==> src/gcd_pkg.sv <==
// Constants, field layouts and carrier types for the gauge configuration decoder
`default_nettype none
package gcd_pkg;
    // Configuration memory byte addresses
    localparam logic [6:0] EE_CHECK1_LO  = 7'h00;
    localparam logic [6:0] EE_CHECK1_HI  = 7'h01;
    localparam logic [6:0] EE_TIME_LO    = 7'h02;
    localparam logic [6:0] EE_TIME_HI    = 7'h03;
    localparam logic [6:0] EE_CAP_LO     = 7'h04;
    localparam logic [6:0] EE_CAP_HI     = 7'h05;
    localparam logic [6:0] EE_SAFE_TEMP  = 7'h08;
    localparam logic [6:0] EE_SAFE_OV    = 7'h1f;
    localparam logic [6:0] EE_TEMP_LIMIT = 7'h45;
    localparam logic [6:0] EE_CELL_UVOV  = 7'h4a;
    localparam logic [6:0] EE_CTL_MODE   = 7'h51;
    localparam logic [6:0] EE_CC_OFF0    = 7'h5e;
    localparam logic [6:0] EE_CC_OFF1    = 7'h5f;
    localparam logic [6:0] EE_CC_OFF2    = 7'h60;
    localparam logic [6:0] EE_TEMP_OFF   = 7'h61;
    localparam logic [6:0] EE_ADC_OFF    = 7'h62;
    localparam logic [6:0] EE_PACK_PROG  = 7'h63;
    localparam logic [6:0] EE_VGAIN_LO   = 7'h66;
    localparam logic [6:0] EE_VGAIN_HI   = 7'h67;
    localparam logic [6:0] EE_IGAIN_LO   = 7'h68;
    localparam logic [6:0] EE_IGAIN_HI   = 7'h69;
    localparam logic [6:0] EE_CHECK2_LO  = 7'h7e;
    localparam logic [6:0] EE_LAST       = 7'h7f;
    localparam logic [15:0] CHECK1_VALUE = 16'h3c7f;
    localparam logic [15:0] CHECK2_VALUE = 16'ha55a;
    // Field positions
    localparam int CM_FILTER  = 7;
    localparam int CM_HOST_PEC = 5;
    localparam int CM_CHG_PEC = 4;
    localparam int CM_LED4    = 3;
    localparam int CM_SMART   = 2;
    localparam int CM_INHIBIT = 0;
    localparam int PP_LEARN_SEL = 4;
    localparam int CC_SIGN    = 20;
    // Decode constants (mV and tenths of a degree)
    localparam logic [15:0] OV_BASE_MV  = 16'h1000;
    localparam logic [15:0] UV_BASE_MV  = 16'h0800;
    localparam int          OV_STEP_SH  = 5;
    localparam int          UV_STEP_SH  = 6;
    localparam int          SAFE_OV_STEP_SH = 6;
    localparam logic [15:0] OVERTEMP_BASE_DT = 16'h03b1;
    localparam logic [15:0] LOWT_FIXED_DT = 16'h0078;
    localparam logic [15:0] LOWT_STEP_DT = 16'h0008;
    localparam int VGAIN_SH = 16;
    localparam int IGAIN_SH = 14;
    localparam logic [2:0] LED_FIVE = 3'h5;
    localparam logic [2:0] LED_FOUR = 3'h4;
    // Protector settle time before each conversion
    localparam int SETTLE_NS    = 10000;
    localparam int CLK_PERIOD_NS = 25;
    localparam int SETTLE_CYC   = (SETTLE_NS + CLK_PERIOD_NS - 1) / CLK_PERIOD_NS;
    // Avalon register byte addresses
    localparam logic [7:0] RA_STATUS  = 8'h00;
    localparam logic [7:0] RA_CONTROL = 8'h04;
    localparam logic [7:0] RA_CELL0   = 8'h08;
    localparam logic [7:0] RA_CURRENT = 8'h18;
    localparam logic [7:0] RA_TEMP    = 8'h1c;
    localparam logic [7:0] RA_LIMITS  = 8'h20;
    localparam logic [7:0] RA_SAFETY  = 8'h24;
    localparam logic [7:0] RA_ALARMS  = 8'h28;
    localparam logic [7:0] RA_MODES   = 8'h2c;
    localparam logic [7:0] RA_CCOFF   = 8'h30;
    localparam logic [31:0] CONTROL_RESET = 32'h0000_0000;
    // Raw configuration image
    typedef struct packed {
        logic [15:0] time_alarm;
        logic [15:0] cap_alarm;
        logic [7:0]  safe_temp;
        logic [7:0]  safe_ov;
        logic [7:0]  temp_limit;
        logic [7:0]  cell_uvov;
        logic [7:0]  ctl_mode;
        logic [23:0] cc_off;
        logic [7:0]  temp_off;
        logic [7:0]  adc_off;
        logic [7:0]  pack_prog;
        logic [15:0] vgain;
        logic [15:0] igain;
        logic [15:0] check1;
        logic [15:0] check2;
    } gcd_cfg_s;
    // Tri-state pin as drive value and output enable
    typedef struct packed {
        logic out;
        logic oe;
    } gcd_pin_s;
endpackage : gcd_pkg
`default_nettype wire

==> src/gcd_top.sv <==
// Gauge configuration loader, decoder, cell scan sequencer and calibration
`default_nettype none
// Behaviour
// - Learn fault threshold: fixed 12C or nibble
// - Time and capacity alarms from bytes 2-5
// - Byte 0x4a gives over/under cell limits
// - Safety overvoltage 4096 plus 64 per step
// - Safety overtemp code equals (94.5-T)*10
// - Control-mode byte 0x51 field layout
// - Filter off in discharge with bus idle
// - Host alarm PEC follows host checksum bit
// - Charger PEC follows charger checksum bit
// - LED count bit selects five or four
// - Charger-type bit selects learning optimisation
// - Inhibit blocks broadcasts, mode bits cannot override
// - Select pins high/open/low pick offset or scaled
// - Cell voltage equals difference times gain/65536
// - Voltage gain from bytes 0x66-0x67
// - Most positive cell reported as cell four
// - Current equals (adc+offset)*gain/16384
// - Byte 0x62 signed current offset
// - Charge-counter offset 20-bit magnitude plus sign
// - Temperature offset in tenths from byte 0x61
// - Low-temp nibble steps of 0.8 degrees
module gcd_top (
    // Clock and reset
    input  wire logic                ref_clk,
    input  wire logic                rst_b,
    // Avalon-MM slave
    input  wire logic [7:0]          avs_address,
    input  wire logic                avs_read,
    input  wire logic                avs_write,
    input  wire logic [31:0]         avs_writedata,
    input  wire logic [3:0]          avs_byteenable,
    output logic [31:0]              avs_readdata,
    output logic                     avs_waitrequest,
    // Configuration memory byte port
    output logic                     mem_rd_req,
    output logic [6:0]               mem_addr,
    input  wire logic                mem_ack,
    input  wire logic [7:0]          mem_data,
    // Protector select pins and ADC
    output gcd_pkg::gcd_pin_s        cell_select_hi,
    output gcd_pkg::gcd_pin_s        cell_select_lo,
    output logic                     adc_start,
    input  wire logic                adc_done,
    input  wire logic signed [15:0]  cell_sense_input,
    input  wire logic signed [15:0]  current_adc,
    input  wire logic signed [15:0]  temp_raw_dt,
    // System conditions
    input  wire logic                discharging,
    input  wire logic                smbc_high,
    input  wire logic                smbd_high,
    input  wire logic                mode_broadcast_en,
    // Decoded controls
    output logic                     filter_enable,
    output logic                     host_pec_enable,
    output logic                     charger_pec_enable,
    output logic                     broadcast_enable,
    output logic                     smart_charger_learning,
    output logic [2:0]               led_segments,
    output logic                     cfg_ready,
    output logic                     check_error
);
    typedef enum logic [1:0] {LD_IDLE, LD_REQ, LD_DONE} gcd_load_e;
    typedef enum logic [1:0] {SCAN_IDLE, SCAN_SETTLE, SCAN_CONV} gcd_scan_e;

    gcd_load_e          load_state;
    gcd_scan_e          scan_state;
    gcd_pkg::gcd_cfg_s  cfg;
    logic               ack_q;
    logic [31:0]        control;
    logic [2:0]         step;
    logic [15:0]        settle_cnt;
    logic signed [15:0] offset_rd;
    logic signed [15:0] cell_mv [4];
    logic signed [15:0] current_ma;
    logic signed [15:0] temp_cal_dt;

    // Decoded configuration fields
    wire [7:0]  ctl_mode                = cfg.ctl_mode;
    wire        filter_off_when_idle    = ctl_mode[gcd_pkg::CM_FILTER];
    wire        host_checksum_enable    = ctl_mode[gcd_pkg::CM_HOST_PEC];
    wire        charger_checksum_enable = ctl_mode[gcd_pkg::CM_CHG_PEC];
    wire        led_four                = ctl_mode[gcd_pkg::CM_LED4];
    wire        broadcast_inhibit       = ctl_mode[gcd_pkg::CM_INHIBIT];
    wire        learn_lowtemp_select    = cfg.pack_prog[gcd_pkg::PP_LEARN_SEL];
    wire [3:0]  lowtemp_code            = cfg.temp_limit[3:0];
    wire [15:0] cell_over_limit  = gcd_pkg::OV_BASE_MV
                                   + (16'(cfg.cell_uvov[3:0]) << gcd_pkg::OV_STEP_SH);
    wire [15:0] cell_under_limit = gcd_pkg::UV_BASE_MV
                                   + (16'(cfg.cell_uvov[7:4]) << gcd_pkg::UV_STEP_SH);
    wire [15:0] safety_over_limit = gcd_pkg::OV_BASE_MV
                                    + (16'(cfg.safe_ov) << gcd_pkg::SAFE_OV_STEP_SH);
    wire [15:0] safety_overtemp_limit = gcd_pkg::OVERTEMP_BASE_DT - 16'(cfg.safe_temp);
    wire [15:0] low_temp_fault_level = learn_lowtemp_select
                                       ? 16'(lowtemp_code * gcd_pkg::LOWT_STEP_DT)
                                       : gcd_pkg::LOWT_FIXED_DT;
    wire        cc_sign = cfg.cc_off[gcd_pkg::CC_SIGN];
    wire [19:0] cc_mag  = cfg.cc_off[19:0];
    wire signed [21:0] charge_counter_offset_value = cc_sign ? -$signed({2'b00, cc_mag})
                                                             : $signed({2'b00, cc_mag});
    wire signed [7:0]  temp_offset_value = $signed(cfg.temp_off);

    // Control outputs: PEC, broadcast and learning held off until configuration has loaded, filter held on
    assign filter_enable = !(cfg_ready && filter_off_when_idle && discharging
                             && smbc_high && smbd_high);
    assign host_pec_enable        = cfg_ready && host_checksum_enable;
    assign charger_pec_enable     = cfg_ready && charger_checksum_enable;
    assign broadcast_enable       = cfg_ready && !broadcast_inhibit
                                    && mode_broadcast_en;
    assign smart_charger_learning = cfg_ready && ctl_mode[gcd_pkg::CM_SMART];
    assign led_segments = led_four ? gcd_pkg::LED_FOUR : gcd_pkg::LED_FIVE;
    assign cfg_ready    = (load_state == LD_DONE);

    // Avalon decode
    wire        bus_req   = avs_read || avs_write;
    wire        ctl_hit   = avs_address == gcd_pkg::RA_CONTROL;
    wire        wr_ctl    = avs_write && ack_q && ctl_hit && avs_byteenable[0];
    wire        reload    = wr_ctl && avs_writedata[0];
    wire        scan_on   = control[1];
    assign avs_waitrequest = bus_req && !ack_q;

    // One wait state per access
    always_ff @(posedge ref_clk or negedge rst_b) begin
        if (!rst_b) begin
            ack_q <= 1'b0;
        end else begin
            ack_q <= bus_req && !ack_q;
        end
    end

    // Control register: bit 0 reload strobe, bit 1 cell scan enable
    always_ff @(posedge ref_clk or negedge rst_b) begin
        if (!rst_b) begin
            control <= gcd_pkg::CONTROL_RESET;
        end else if (wr_ctl) begin
            control <= {30'h0000_0000, avs_writedata[1], 1'b0};
        end
    end

    // Read mux
    logic [31:0] rd_word;
    always_comb begin
        rd_word = 32'h0000_0000;
        case (avs_address)
            gcd_pkg::RA_STATUS:  rd_word = {29'h0, load_state == LD_REQ, check_error, cfg_ready};
            gcd_pkg::RA_CONTROL: rd_word = control;
            gcd_pkg::RA_CURRENT: rd_word = {{16{current_ma[15]}}, current_ma};
            gcd_pkg::RA_TEMP:    rd_word = {{16{temp_cal_dt[15]}}, temp_cal_dt};
            gcd_pkg::RA_LIMITS:  rd_word = {cell_under_limit, cell_over_limit};
            gcd_pkg::RA_SAFETY:  rd_word = {safety_overtemp_limit, safety_over_limit};
            gcd_pkg::RA_ALARMS:  rd_word = {cfg.cap_alarm, cfg.time_alarm};
            gcd_pkg::RA_MODES:   rd_word = {low_temp_fault_level, 8'h00, ctl_mode};
            gcd_pkg::RA_CCOFF:   rd_word = {{10{charge_counter_offset_value[21]}},
                                            charge_counter_offset_value};
            default: begin
                if (avs_address >= gcd_pkg::RA_CELL0 && avs_address < gcd_pkg::RA_CURRENT) begin
                    rd_word = {{16{cell_mv[avs_address[3:2] - 2'd2][15]}},
                               cell_mv[avs_address[3:2] - 2'd2]};
                end
            end
        endcase
    end

    // Read data registered at the wait-state edge, stable for the answering edge
    always_ff @(posedge ref_clk or negedge rst_b) begin
        if (!rst_b) begin
            avs_readdata <= 32'h0000_0000;
        end else if (avs_read && !ack_q) begin
            avs_readdata <= rd_word;
        end
    end

    // Configuration loader walks the whole memory after reset and again on each reload
    assign mem_rd_req = (load_state == LD_REQ);
    always_ff @(posedge ref_clk or negedge rst_b) begin
        if (!rst_b) begin
            load_state <= LD_IDLE;
            mem_addr   <= 7'h00;
        end else begin
            case (load_state)
                LD_IDLE: begin
                    load_state <= LD_REQ;
                    mem_addr   <= 7'h00;
                end
                LD_REQ: begin
                    if (mem_ack) begin
                        if (mem_addr == gcd_pkg::EE_LAST) begin
                            load_state <= LD_DONE;
                        end
                        mem_addr <= mem_addr + 7'h01;
                    end
                end
                LD_DONE: begin
                    if (reload) begin
                        load_state <= LD_IDLE;
                    end
                end
                default: load_state <= LD_IDLE;
            endcase
        end
    end

    // Latch each byte of interest as it arrives
    always_ff @(posedge ref_clk or negedge rst_b) begin
        if (!rst_b) begin
            cfg <= '0;
        end else if (mem_rd_req && mem_ack) begin
            case (mem_addr)
                gcd_pkg::EE_CHECK1_LO:  cfg.check1[7:0]   <= mem_data;
                gcd_pkg::EE_CHECK1_HI:  cfg.check1[15:8]  <= mem_data;
                gcd_pkg::EE_TIME_LO:    cfg.time_alarm[7:0]  <= mem_data;
                gcd_pkg::EE_TIME_HI:    cfg.time_alarm[15:8] <= mem_data;
                gcd_pkg::EE_CAP_LO:     cfg.cap_alarm[7:0]   <= mem_data;
                gcd_pkg::EE_CAP_HI:     cfg.cap_alarm[15:8]  <= mem_data;
                gcd_pkg::EE_SAFE_TEMP:  cfg.safe_temp  <= mem_data;
                gcd_pkg::EE_SAFE_OV:    cfg.safe_ov    <= mem_data;
                gcd_pkg::EE_TEMP_LIMIT: cfg.temp_limit <= mem_data;
                gcd_pkg::EE_CELL_UVOV:  cfg.cell_uvov  <= mem_data;
                gcd_pkg::EE_CTL_MODE:   cfg.ctl_mode   <= mem_data;
                gcd_pkg::EE_CC_OFF0:    cfg.cc_off[7:0]   <= mem_data;
                gcd_pkg::EE_CC_OFF1:    cfg.cc_off[15:8]  <= mem_data;
                gcd_pkg::EE_CC_OFF2:    cfg.cc_off[23:16] <= mem_data;
                gcd_pkg::EE_TEMP_OFF:   cfg.temp_off   <= mem_data;
                gcd_pkg::EE_ADC_OFF:    cfg.adc_off    <= mem_data;
                gcd_pkg::EE_PACK_PROG:  cfg.pack_prog  <= mem_data;
                gcd_pkg::EE_VGAIN_LO:   cfg.vgain[7:0]  <= mem_data;
                gcd_pkg::EE_VGAIN_HI:   cfg.vgain[15:8] <= mem_data;
                gcd_pkg::EE_IGAIN_LO:   cfg.igain[7:0]  <= mem_data;
                gcd_pkg::EE_IGAIN_HI:   cfg.igain[15:8] <= mem_data;
                gcd_pkg::EE_CHECK2_LO:  cfg.check2[7:0]  <= mem_data;
                gcd_pkg::EE_LAST:       cfg.check2[15:8] <= mem_data;
                default: ;
            endcase
        end
    end

    // Check words compared once the image is complete
    assign check_error = cfg_ready && (cfg.check1 != gcd_pkg::CHECK1_VALUE
                                       || cfg.check2 != gcd_pkg::CHECK2_VALUE);

    // Select pin pairs per scan step: even steps offset, odd steps scaled cell
    logic [1:0] hi_lvl;
    logic [1:0] lo_lvl;
    always_comb begin
        case (step)
            3'd0:    begin hi_lvl = 2'b11; lo_lvl = 2'b11; end
            3'd1:    begin hi_lvl = 2'b11; lo_lvl = 2'b00; end
            3'd2:    begin hi_lvl = 2'b11; lo_lvl = 2'b01; end
            3'd3:    begin hi_lvl = 2'b00; lo_lvl = 2'b11; end
            3'd4:    begin hi_lvl = 2'b00; lo_lvl = 2'b00; end
            3'd5:    begin hi_lvl = 2'b00; lo_lvl = 2'b01; end
            3'd6:    begin hi_lvl = 2'b01; lo_lvl = 2'b11; end
            default: begin hi_lvl = 2'b01; lo_lvl = 2'b00; end
        endcase
    end
    // Level code: 11 high, 01 low, 00 open (not driven)
    assign cell_select_hi = '{out: hi_lvl[1], oe: hi_lvl[0]};
    assign cell_select_lo = '{out: lo_lvl[1], oe: lo_lvl[0]};

    // Cell voltage arithmetic
    wire signed [16:0] cell_diff = 17'(cell_sense_input) - 17'(offset_rd);
    wire signed [33:0] cell_prod = 34'(cell_diff) * $signed({18'h0_0000, cfg.vgain});
    wire signed [15:0] next_cell = cell_prod[gcd_pkg::VGAIN_SH +: 16];
    wire [1:0]         cell_slot = 2'd3 - step[2:1];
    assign adc_start = (scan_state == SCAN_SETTLE) && (settle_cnt == 16'h0000) && cfg_ready;

    // Scan sequencer: settle, convert, store, advance; a reload parks it in idle
    always_ff @(posedge ref_clk or negedge rst_b) begin
        if (!rst_b) begin
            scan_state <= SCAN_IDLE;
            step       <= 3'd0;
            settle_cnt <= 16'h0000;
            offset_rd  <= 16'sh0000;
            for (int i = 0; i < 4; i++) begin
                cell_mv[i] <= 16'sh0000;
            end
        end else begin
            case (scan_state)
                SCAN_IDLE: begin
                    if (cfg_ready && scan_on) begin
                        scan_state <= SCAN_SETTLE;
                        settle_cnt <= 16'(gcd_pkg::SETTLE_CYC - 1);
                    end
                end
                SCAN_SETTLE: begin
                    if (!cfg_ready) begin
                        scan_state <= SCAN_IDLE;
                    end else if (settle_cnt == 16'h0000) begin
                        scan_state <= SCAN_CONV;
                    end else begin
                        settle_cnt <= settle_cnt - 16'h0001;
                    end
                end
                SCAN_CONV: begin
                    if (adc_done) begin
                        if (!step[0]) begin
                            offset_rd <= cell_sense_input;
                        end else begin
                            cell_mv[cell_slot] <= next_cell;
                        end
                        step       <= step + 3'd1;
                        scan_state <= (cfg_ready && scan_on) ? SCAN_SETTLE : SCAN_IDLE;
                        settle_cnt <= 16'(gcd_pkg::SETTLE_CYC - 1);
                    end
                end
                default: scan_state <= SCAN_IDLE;
            endcase
        end
    end

    // Current and temperature calibration, refreshed every cycle after load
    wire signed [16:0] cur_sum  = 17'(current_adc) + 17'($signed(cfg.adc_off));
    wire signed [33:0] cur_prod = 34'(cur_sum) * $signed({18'h0_0000, cfg.igain});
    wire signed [15:0] next_current = cur_prod[gcd_pkg::IGAIN_SH +: 16];
    wire signed [15:0] next_temp = temp_raw_dt + 16'(temp_offset_value);
    always_ff @(posedge ref_clk or negedge rst_b) begin
        if (!rst_b) begin
            current_ma  <= 16'sh0000;
            temp_cal_dt <= 16'sh0000;
        end else if (cfg_ready) begin
            current_ma  <= next_current;
            temp_cal_dt <= next_temp;
        end
    end

    // Checks
    bus_wait_a: assert property (@(posedge ref_clk) disable iff (!rst_b)
        bus_req && avs_waitrequest |=> !avs_waitrequest)
        else $error("waitrequest held past one cycle");
    scan_gate_a: assert property (@(posedge ref_clk) disable iff (!rst_b)
        !cfg_ready |-> !adc_start)
        else $error("conversion before configuration loaded");
    load_end_a: assert property (@(posedge ref_clk) disable iff (!rst_b)
        $rose(cfg_ready) |-> $past(mem_addr) == gcd_pkg::EE_LAST)
        else $error("load finished early");
    select_open_a: assert property (@(posedge ref_clk) disable iff (!rst_b)
        step == 3'd4 |-> !cell_select_hi.oe && !cell_select_lo.oe)
        else $error("select pins driven on open pair");
    cell_store_a: assert property (@(posedge ref_clk) disable iff (!rst_b)
        scan_state == SCAN_CONV && adc_done && step == 3'd1
        |=> cell_mv[3] == $past(next_cell))
        else $error("top cell not stored");
    inhibit_out_a: assert property (@(posedge ref_clk) disable iff (!rst_b)
        broadcast_inhibit |-> !broadcast_enable)
        else $error("broadcast with inhibit set");
    led_count_a: assert property (@(posedge ref_clk) disable iff (!rst_b)
        led_segments == (ctl_mode[gcd_pkg::CM_LED4] ? 3'd4 : 3'd5))
        else $error("led count wrong");
    current_upd_a: assert property (@(posedge ref_clk) disable iff (!rst_b)
        cfg_ready ##1 cfg_ready |-> current_ma == $past(next_current))
        else $error("current not refreshed");
    settle_len_a: assert property (@(posedge ref_clk) disable iff (!rst_b)
        $rose(scan_state == SCAN_SETTLE) |-> !adc_start [*8])
        else $error("conversion before settle");
endmodule : gcd_top
`default_nettype wire

==> config.mk <==
export PLATFORM = sky130hd
export DESIGN_NAME = gcd_top
export DESIGN_NICKNAME = d
export VERILOG_FILES = /design/src/gcd_pkg.sv /design/src/gcd_top.sv
export SDC_FILE = /design/constraint.sdc
export NUM_CORES = 2
export LEC_CHECK = 0
export ABC_CLOCK_PERIOD_IN_PS = 16700
export BUFFER_PORTS_ARGS = -buffer_cell sky130_fd_sc_hd__buf_2
export CORE_MARGIN = 8
export CORE_UTILIZATION = 61
export DETAILED_ROUTE_END_ITERATION = 8
export PLACE_DENSITY = 0.89
export SLEW_MARGIN = 10
export SYNTH_ARGS = -nofsm -noshare
export SYNTH_HDL_FRONTEND = slang
export SYNTH_SLANG_ARGS = --single-unit
export TNS_END_PERCENT = 10
==> constraint.sdc <==
create_clock -name ref_clk -period 16.7 [get_ports ref_clk]
set_input_delay 0.835 -clock ref_clk [delete_from_list [all_inputs] [get_ports ref_clk]]
set_output_delay 0.835 -clock ref_clk [all_outputs]
set_load 0.05 [all_outputs]
== After elaboration in Yosys (flattened, before gate mapping) ==
Index checks and enable logic that the tools add are counted.

* Register bits: 350
* Output and inout bits: 56
* Logic and storage cells: 210

* Add/sub/neg operators: 13
* Multiply operators: 2
* $lt $le $gt $ge: 5
* Eq/ne operators: 50
* Multiplexer cells: 30
* Bitwise operators: 3
* Reduce and logical (&&, ||, !) cells: 69

{| class="wikitable"
|+ Operators with widths
! kind !! number
|-
| one-hot mux 32 bit (9 select lines) || 1
|-
| 2-to-1 mux 16 bit || 7
|-
| equality test 7 bit, second input constant || 15
|-
| bitwise mux 64 bit || 1
|-
| AND reduction 2 bit || 25
|-
| one-hot mux 16 bit (3 select lines) || 1
|-
| equality test 8 x 6 -> 1 bit, second input constant || 5
|-
| binary-select mux 16 bit (select 2 bit) || 1
|-
| demux 16 bit (select 2 bit) || 1
|-
| multiplier 17 x 17 -> 32 bit || 1
|-
| 2-to-1 mux 32 bit || 1
|-
| multiplier 17 x 17 -> 30 bit || 1
|-
| logical AND 1 bit || 22
|-
| 2-to-1 mux 22 bit || 1
|-
| negation 20 -> 22 bit || 1
|-
| adder 16 x 8 -> 17 bit || 1
|-
| subtractor 16 x 16 -> 17 bit || 1
|-
| adder 16 x 8 -> 16 bit || 1
|-
| equality test 8 x 5 -> 1 bit, second input constant || 2
|-
| logical NOT 16 bit || 1
|-
| != test 16 x 14 -> 1 bit, second input constant || 1
|-
| != test 16 bit, second input constant || 1
|-
| subtractor 16 x 1 -> 16 bit, second input constant || 1
|-
| adder 13 x 14 -> 15 bit, first input constant || 1
|-
| 45 further kinds || 78
|}

== Logic depth before layout (Yosys ltp) ==
* Depth after elaboration: 7
* Gate-level depth with buffers: 35
* Gate-level depth less buffers: 35

== Least setup slack after synthesis ==
No wires, ideal clock.

* Path kind: input-to-reg
* Start point: in cell_sense_input[0]
* End point: reg cell_mv[15] (netlist name)
* Setup time: 0.125 ns
* Data arrival time: 8.195 ns
* Data required time: 16.575 ns
* Setup slack: 8.380 ns
* Stages on the path: 31
* Path buffers: 2
* Cell sequence: inv_1 -> ha_1 -> fa_1 -> nor2b_1 -> o21ai_0 -> a21boi_1 -> o211ai_1 -> a31oi_1 -> o21ai_1 -> a31o_2 -> clkbuf_1 -> clkbuf_1 -> nand2_1 -> fa_1 -> fa_1 -> fa_1 -> fa_1 -> fa_1 -> fa_1 -> inv_1 -> ha_1 -> a21o_1 -> a21o_1 -> a21o_1 -> a21oi_1 -> o21ai_0 -> a221oi_1 -> a21oi_1 -> a21oi_1 -> xnor2_1 -> mux2_2

* Cells in the longest elaborated chain, start to end: 3

{| class="wikitable"
|+ Ends and longest elaborated chain
! item !! RTL line !! text
|-
| start, declared || gcd_top.sv:47 || <nowiki>input wire logic signed [15:0] cell_sense_input,</nowiki>
|-
| subtractor 16 x 16 -> 17 bit || gcd_top.sv:263 || <nowiki>wire signed [16:0] cell_diff = 17'(cell_sense_input) - 17'(offset_rd);</nowiki>
|-
| multiplier 17 x 17 -> 32 bit || gcd_top.sv:264 || <nowiki>wire signed [33:0] cell_prod = 34'(cell_diff) * $signed({18'h0_0000, cfg.vgain});</nowiki>
|-
| bitwise mux 64 bit || gcd_top.sv:301 || <nowiki>cell_mv[cell_slot] <= next_cell;</nowiki>
|-
| end signal, assigned by index || gcd_top.sv:301 ||
|-
| end, declared || gcd_top.sv:76 || <nowiki>logic signed [15:0] cell_mv [4];</nowiki>
|}

Every way passes these cells.
A chain may end at the register's enable or synchronous reset.

== Worst setup path in the final report ==
* Start point: in cell_sense_input[0]
* End point: reg cell_mv[29] (netlist name)

The elaborated chain is that of the path after synthesis.

==> summary.md <==
| Metric | Value |
|---|---|
| Critical path arrival | 9650 ps |
| Worst setup EP type | flip-flop |
| Area occupied by multi-input gates | 0.02535 mm2 |
| # fillers | 4,154 |
| Worst reg2reg path depth | 30 |
| H-tree depth | 2 |
| # IOs | 166 |
| Async S/R FF share, synth | 1.000 |
| CP required | 17,150 ps |
| Routed length per instance | 20.50 um |
| Post-synthesis compound-gate area fraction | 0.07031 |
| Synthesized area | 0.03724 mm2 |
| Crit start category | input port |
| Status | finished, final reports clean |
| Max-slew violation count | 0 |
| First-pass GRT wire length | 158.9 mm |
| RSZ-0062 raised after global routing | false |
| Max incr delay on CP | 710 ps |
| Post-DP HPWL | 69.35 mm |
| Number of global-route vias before repair | 30.75k |
| Die Wd | 263.1 um |
| Syn avg cell area | 9.636 um2 |
| Most common cell in the synthesized netlist | inv_1 |
| Post-Synth XOR/XNOR Area | 0.03302 |
| CTS clk-pin slew, worst paths | 60 ps |
| Total Neg Setup Slack | 0 ps |
| Commonest cells in the netlist | inv_1, fa_1, nand2_1 |
| Setup Skew | 45.05 ps |
| DRC Markers | 0 |
| Largest net degree at the start of global routing | 118 |
| CTS Hold Buffers Added | 0 |
| Ys Warns | 0 |
| Post-synth EDFFs | 0 |
| Fin cells | 4,700 |
| Clk Latency, worst-skew pair | 570 ps |
| Synth Area in Adders | 0.3470 |
| Core area | 0.06036 mm2 |
| Share of cells above drive strength 1 | 0.1343 |
| Fin. Hold Viols | 0 |
| Register area | 0.008658 mm2 |
| PD cells | 55.08 mW/mm2 |
| Largest family of logic cells by synthesized area | adder cells |
| Clock Sink Count | 346 |
| IO buf count | 130 |
| Crit-path max FO | 18 |
| Max-slew headroom | 0.1276 |
| Mux cell area share after synthesis | 0.08200 |
| WS Path Type | in -> reg |
| WL final | 96.36 mm |
| Dominant synthesized flop cell | dfrtp_1 |
| Post-Synthesis Cells | 3,865 |
| CTS tree | built |
| Unique cell type count in the Yosys netlist | 80 |
| Cell total after placement | 4,638 |
| Fin Hold WS | 308.3 ps |
| Root Buffer | clkbuf_16 |
| ANT nets after route | 0 |
| Vias after detailed routing | 28.48k |
| Syn_nets | 4,702 |
| Worst hold path class | in -> async |
| GRT Residual Overflow | 0 |
| Slowest CP cell | xor2_1 |
| Leakage | 20.41 nW |
| Initial antenna violation count | 1 |
| Die area | 0.06922 mm2 |
| CTS max path bufs | 3 |
| Area contributors post-synth | fa_1, dfrtp_1, ha_1 |
| #FFs+latches synth | 346 |
| Vias/cell | 6.059 |
| Number of buffers created by CTS | 36 |
| Yosys top cell area share | 0.2720 |
| Placer Congestion | 0.9095 |
| Starting Density | 0.6171 |
| Least-Margin Pin Slew | 1297 ps |
| Area growth from synthesis to layout | 7.008% |
| Post-synthesis sequential area ratio | 0.2325 |
| GRT Util Overall | 0.2814 |
| R2R setup slack | 7520 ps |
| Largest area contributor in the netlist | fa_1 |
| Drt initial violations | 2,730 |
| FF-to-FF End | cell_mv[29]$_DFFE_PN0P_ |
| Period minus WS final | 9193 ps |
| Post-Synth Simple-Gate Area | 0.1447 |
| Die Span Y | 263.1 um |
| DRT Pass-1 Iters | 6 |
| Largest delay share family, worst path | adder cells |
| Nets | 4,731 |
| Post_cts resized | 0 |
| Setup violators final | 0 |
| CP Buf/Inv Count | 5 |
| FMAX | 108.8 MHz |
| Period utilization | 0.5505 |
| Post-CTS setup buffer count | 0 |
| MaxCap Viol Count | 0 |
| Reg2Reg Launch Point | offset_rd[0]$_DFFE_PN0P_ |
| Maximum VDD drop | 70.43 uV |
| ANT cells | 0 |
| Cell row count | 90 |
==> registers in the layout, indices dropped and copies added (netlist names) <==
signal,flops
cfg,133
cell_mv,64
avs_readdata,32
cc_mag,20
current_ma,16
offset_rd,16
settle_cnt,16
temp_cal_dt,16
ctl_mode,8
temp_offset_value,8
mem_addr,7
step,3
load_state,2
scan_state,2
ack_q,1
cc_sign,1
control,1
==> cell type report <==
cell class                 count  share of cell area
clock inverter                16            0.005996
tap                          782             0.02455
sequential                   346              0.2172
inverter                     706             0.06649
clock buffer                  46             0.02405
timing repair buffer         178             0.02562
multi-input combinational   2626              0.6360
==> worst max path at each step <==
stage	startpoint	end	slack, ps	cells after the start
3_3_place_gp	cell_sense_input[0]	cell_mv[63]$_DFFE_PN0P_	7580	32
4_1_cts	cell_sense_input[0]	cell_mv[29]$_DFFE_PN0P_	7680	32
5_1_grt	offset_rd[0]$_DFFE_PN0P_	cell_mv[29]$_DFFE_PN0P_	7050	30
2_1_floorplan	cell_sense_input[0]	cell_mv[15]$_DFFE_PN0P_	8380	31
6_report	cell_sense_input[0]	cell_mv[29]$_DFFE_PN0P_	7510	32
3_5_place_dp	cell_sense_input[0]	cell_mv[63]$_DFFE_PN0P_	7230	32
==> power breakdown <==
part	internal (mW)	switching [mW]	total (mW)
Combinational	0.131	0.234	0.366
Sequential	0.926	0.0690	0.995
Clock	0.463	0.371	0.834
==> routing by layer <==
metal / vias up / share of wire / global-route usage
li1: 12240 / - / -
met1: 14230 / 0.36 / 0.3436
met2: 1582 / 0.48 / 0.4655
met3: 435 / 0.094 / 0.05901
met4: 0 / 0.062 / 0.1553
met5: - / 0 / 0
==> layout by cell type (no fill, tap or decap), types with 32 or more instances in the layout <==
cell type  netlist  final
clkbuf_16        0     36
mux2_2         231    231
fa_1           506    506
nand2_1        453    452
dfrtp_1        346    346
buf_4            3     48
inv_1          706    706
o21ai_0        106    106
nand2b_1        37     37
nor3_1          34     32
ha_1           221    221
and2_1         216    216
nor2_1         135    133
nand3_1         81     81
a21oi_1         71     70
nor2b_1         61     60
buf_2            0    129
xnor2_1        104     94
xor2_1          32     32
==> cell families (layout without fill, tap and decap cells) <==
logic type      Yosys count  in the layout
buf+inv                 893            946
simple gates           1109           1109
flops                   346            346
xor+xnor                138            138
fa+ha+maj               730            730
mux                     255            255
other cells               2              2
compound gates          392            392
==> stage by stage <==
stage / power, mW / utilization / cell area, um2 / worst slack (ps)
finish: 2.195 / 0.6603 / 39850 / 7507
global route: 2.258 / 0.6603 / 39850 / 7045
CTS: 2.191 / 0.6602 / 39850 / 7676
detailed placement: 1.362 / 0.6404 / 38650 / 7232
global placement: 1.344 / 0.6404 / 38650 / 7580
floorplan: 1.236 / - / 37240 / 8380
Power figures use the tool's default switching activity.
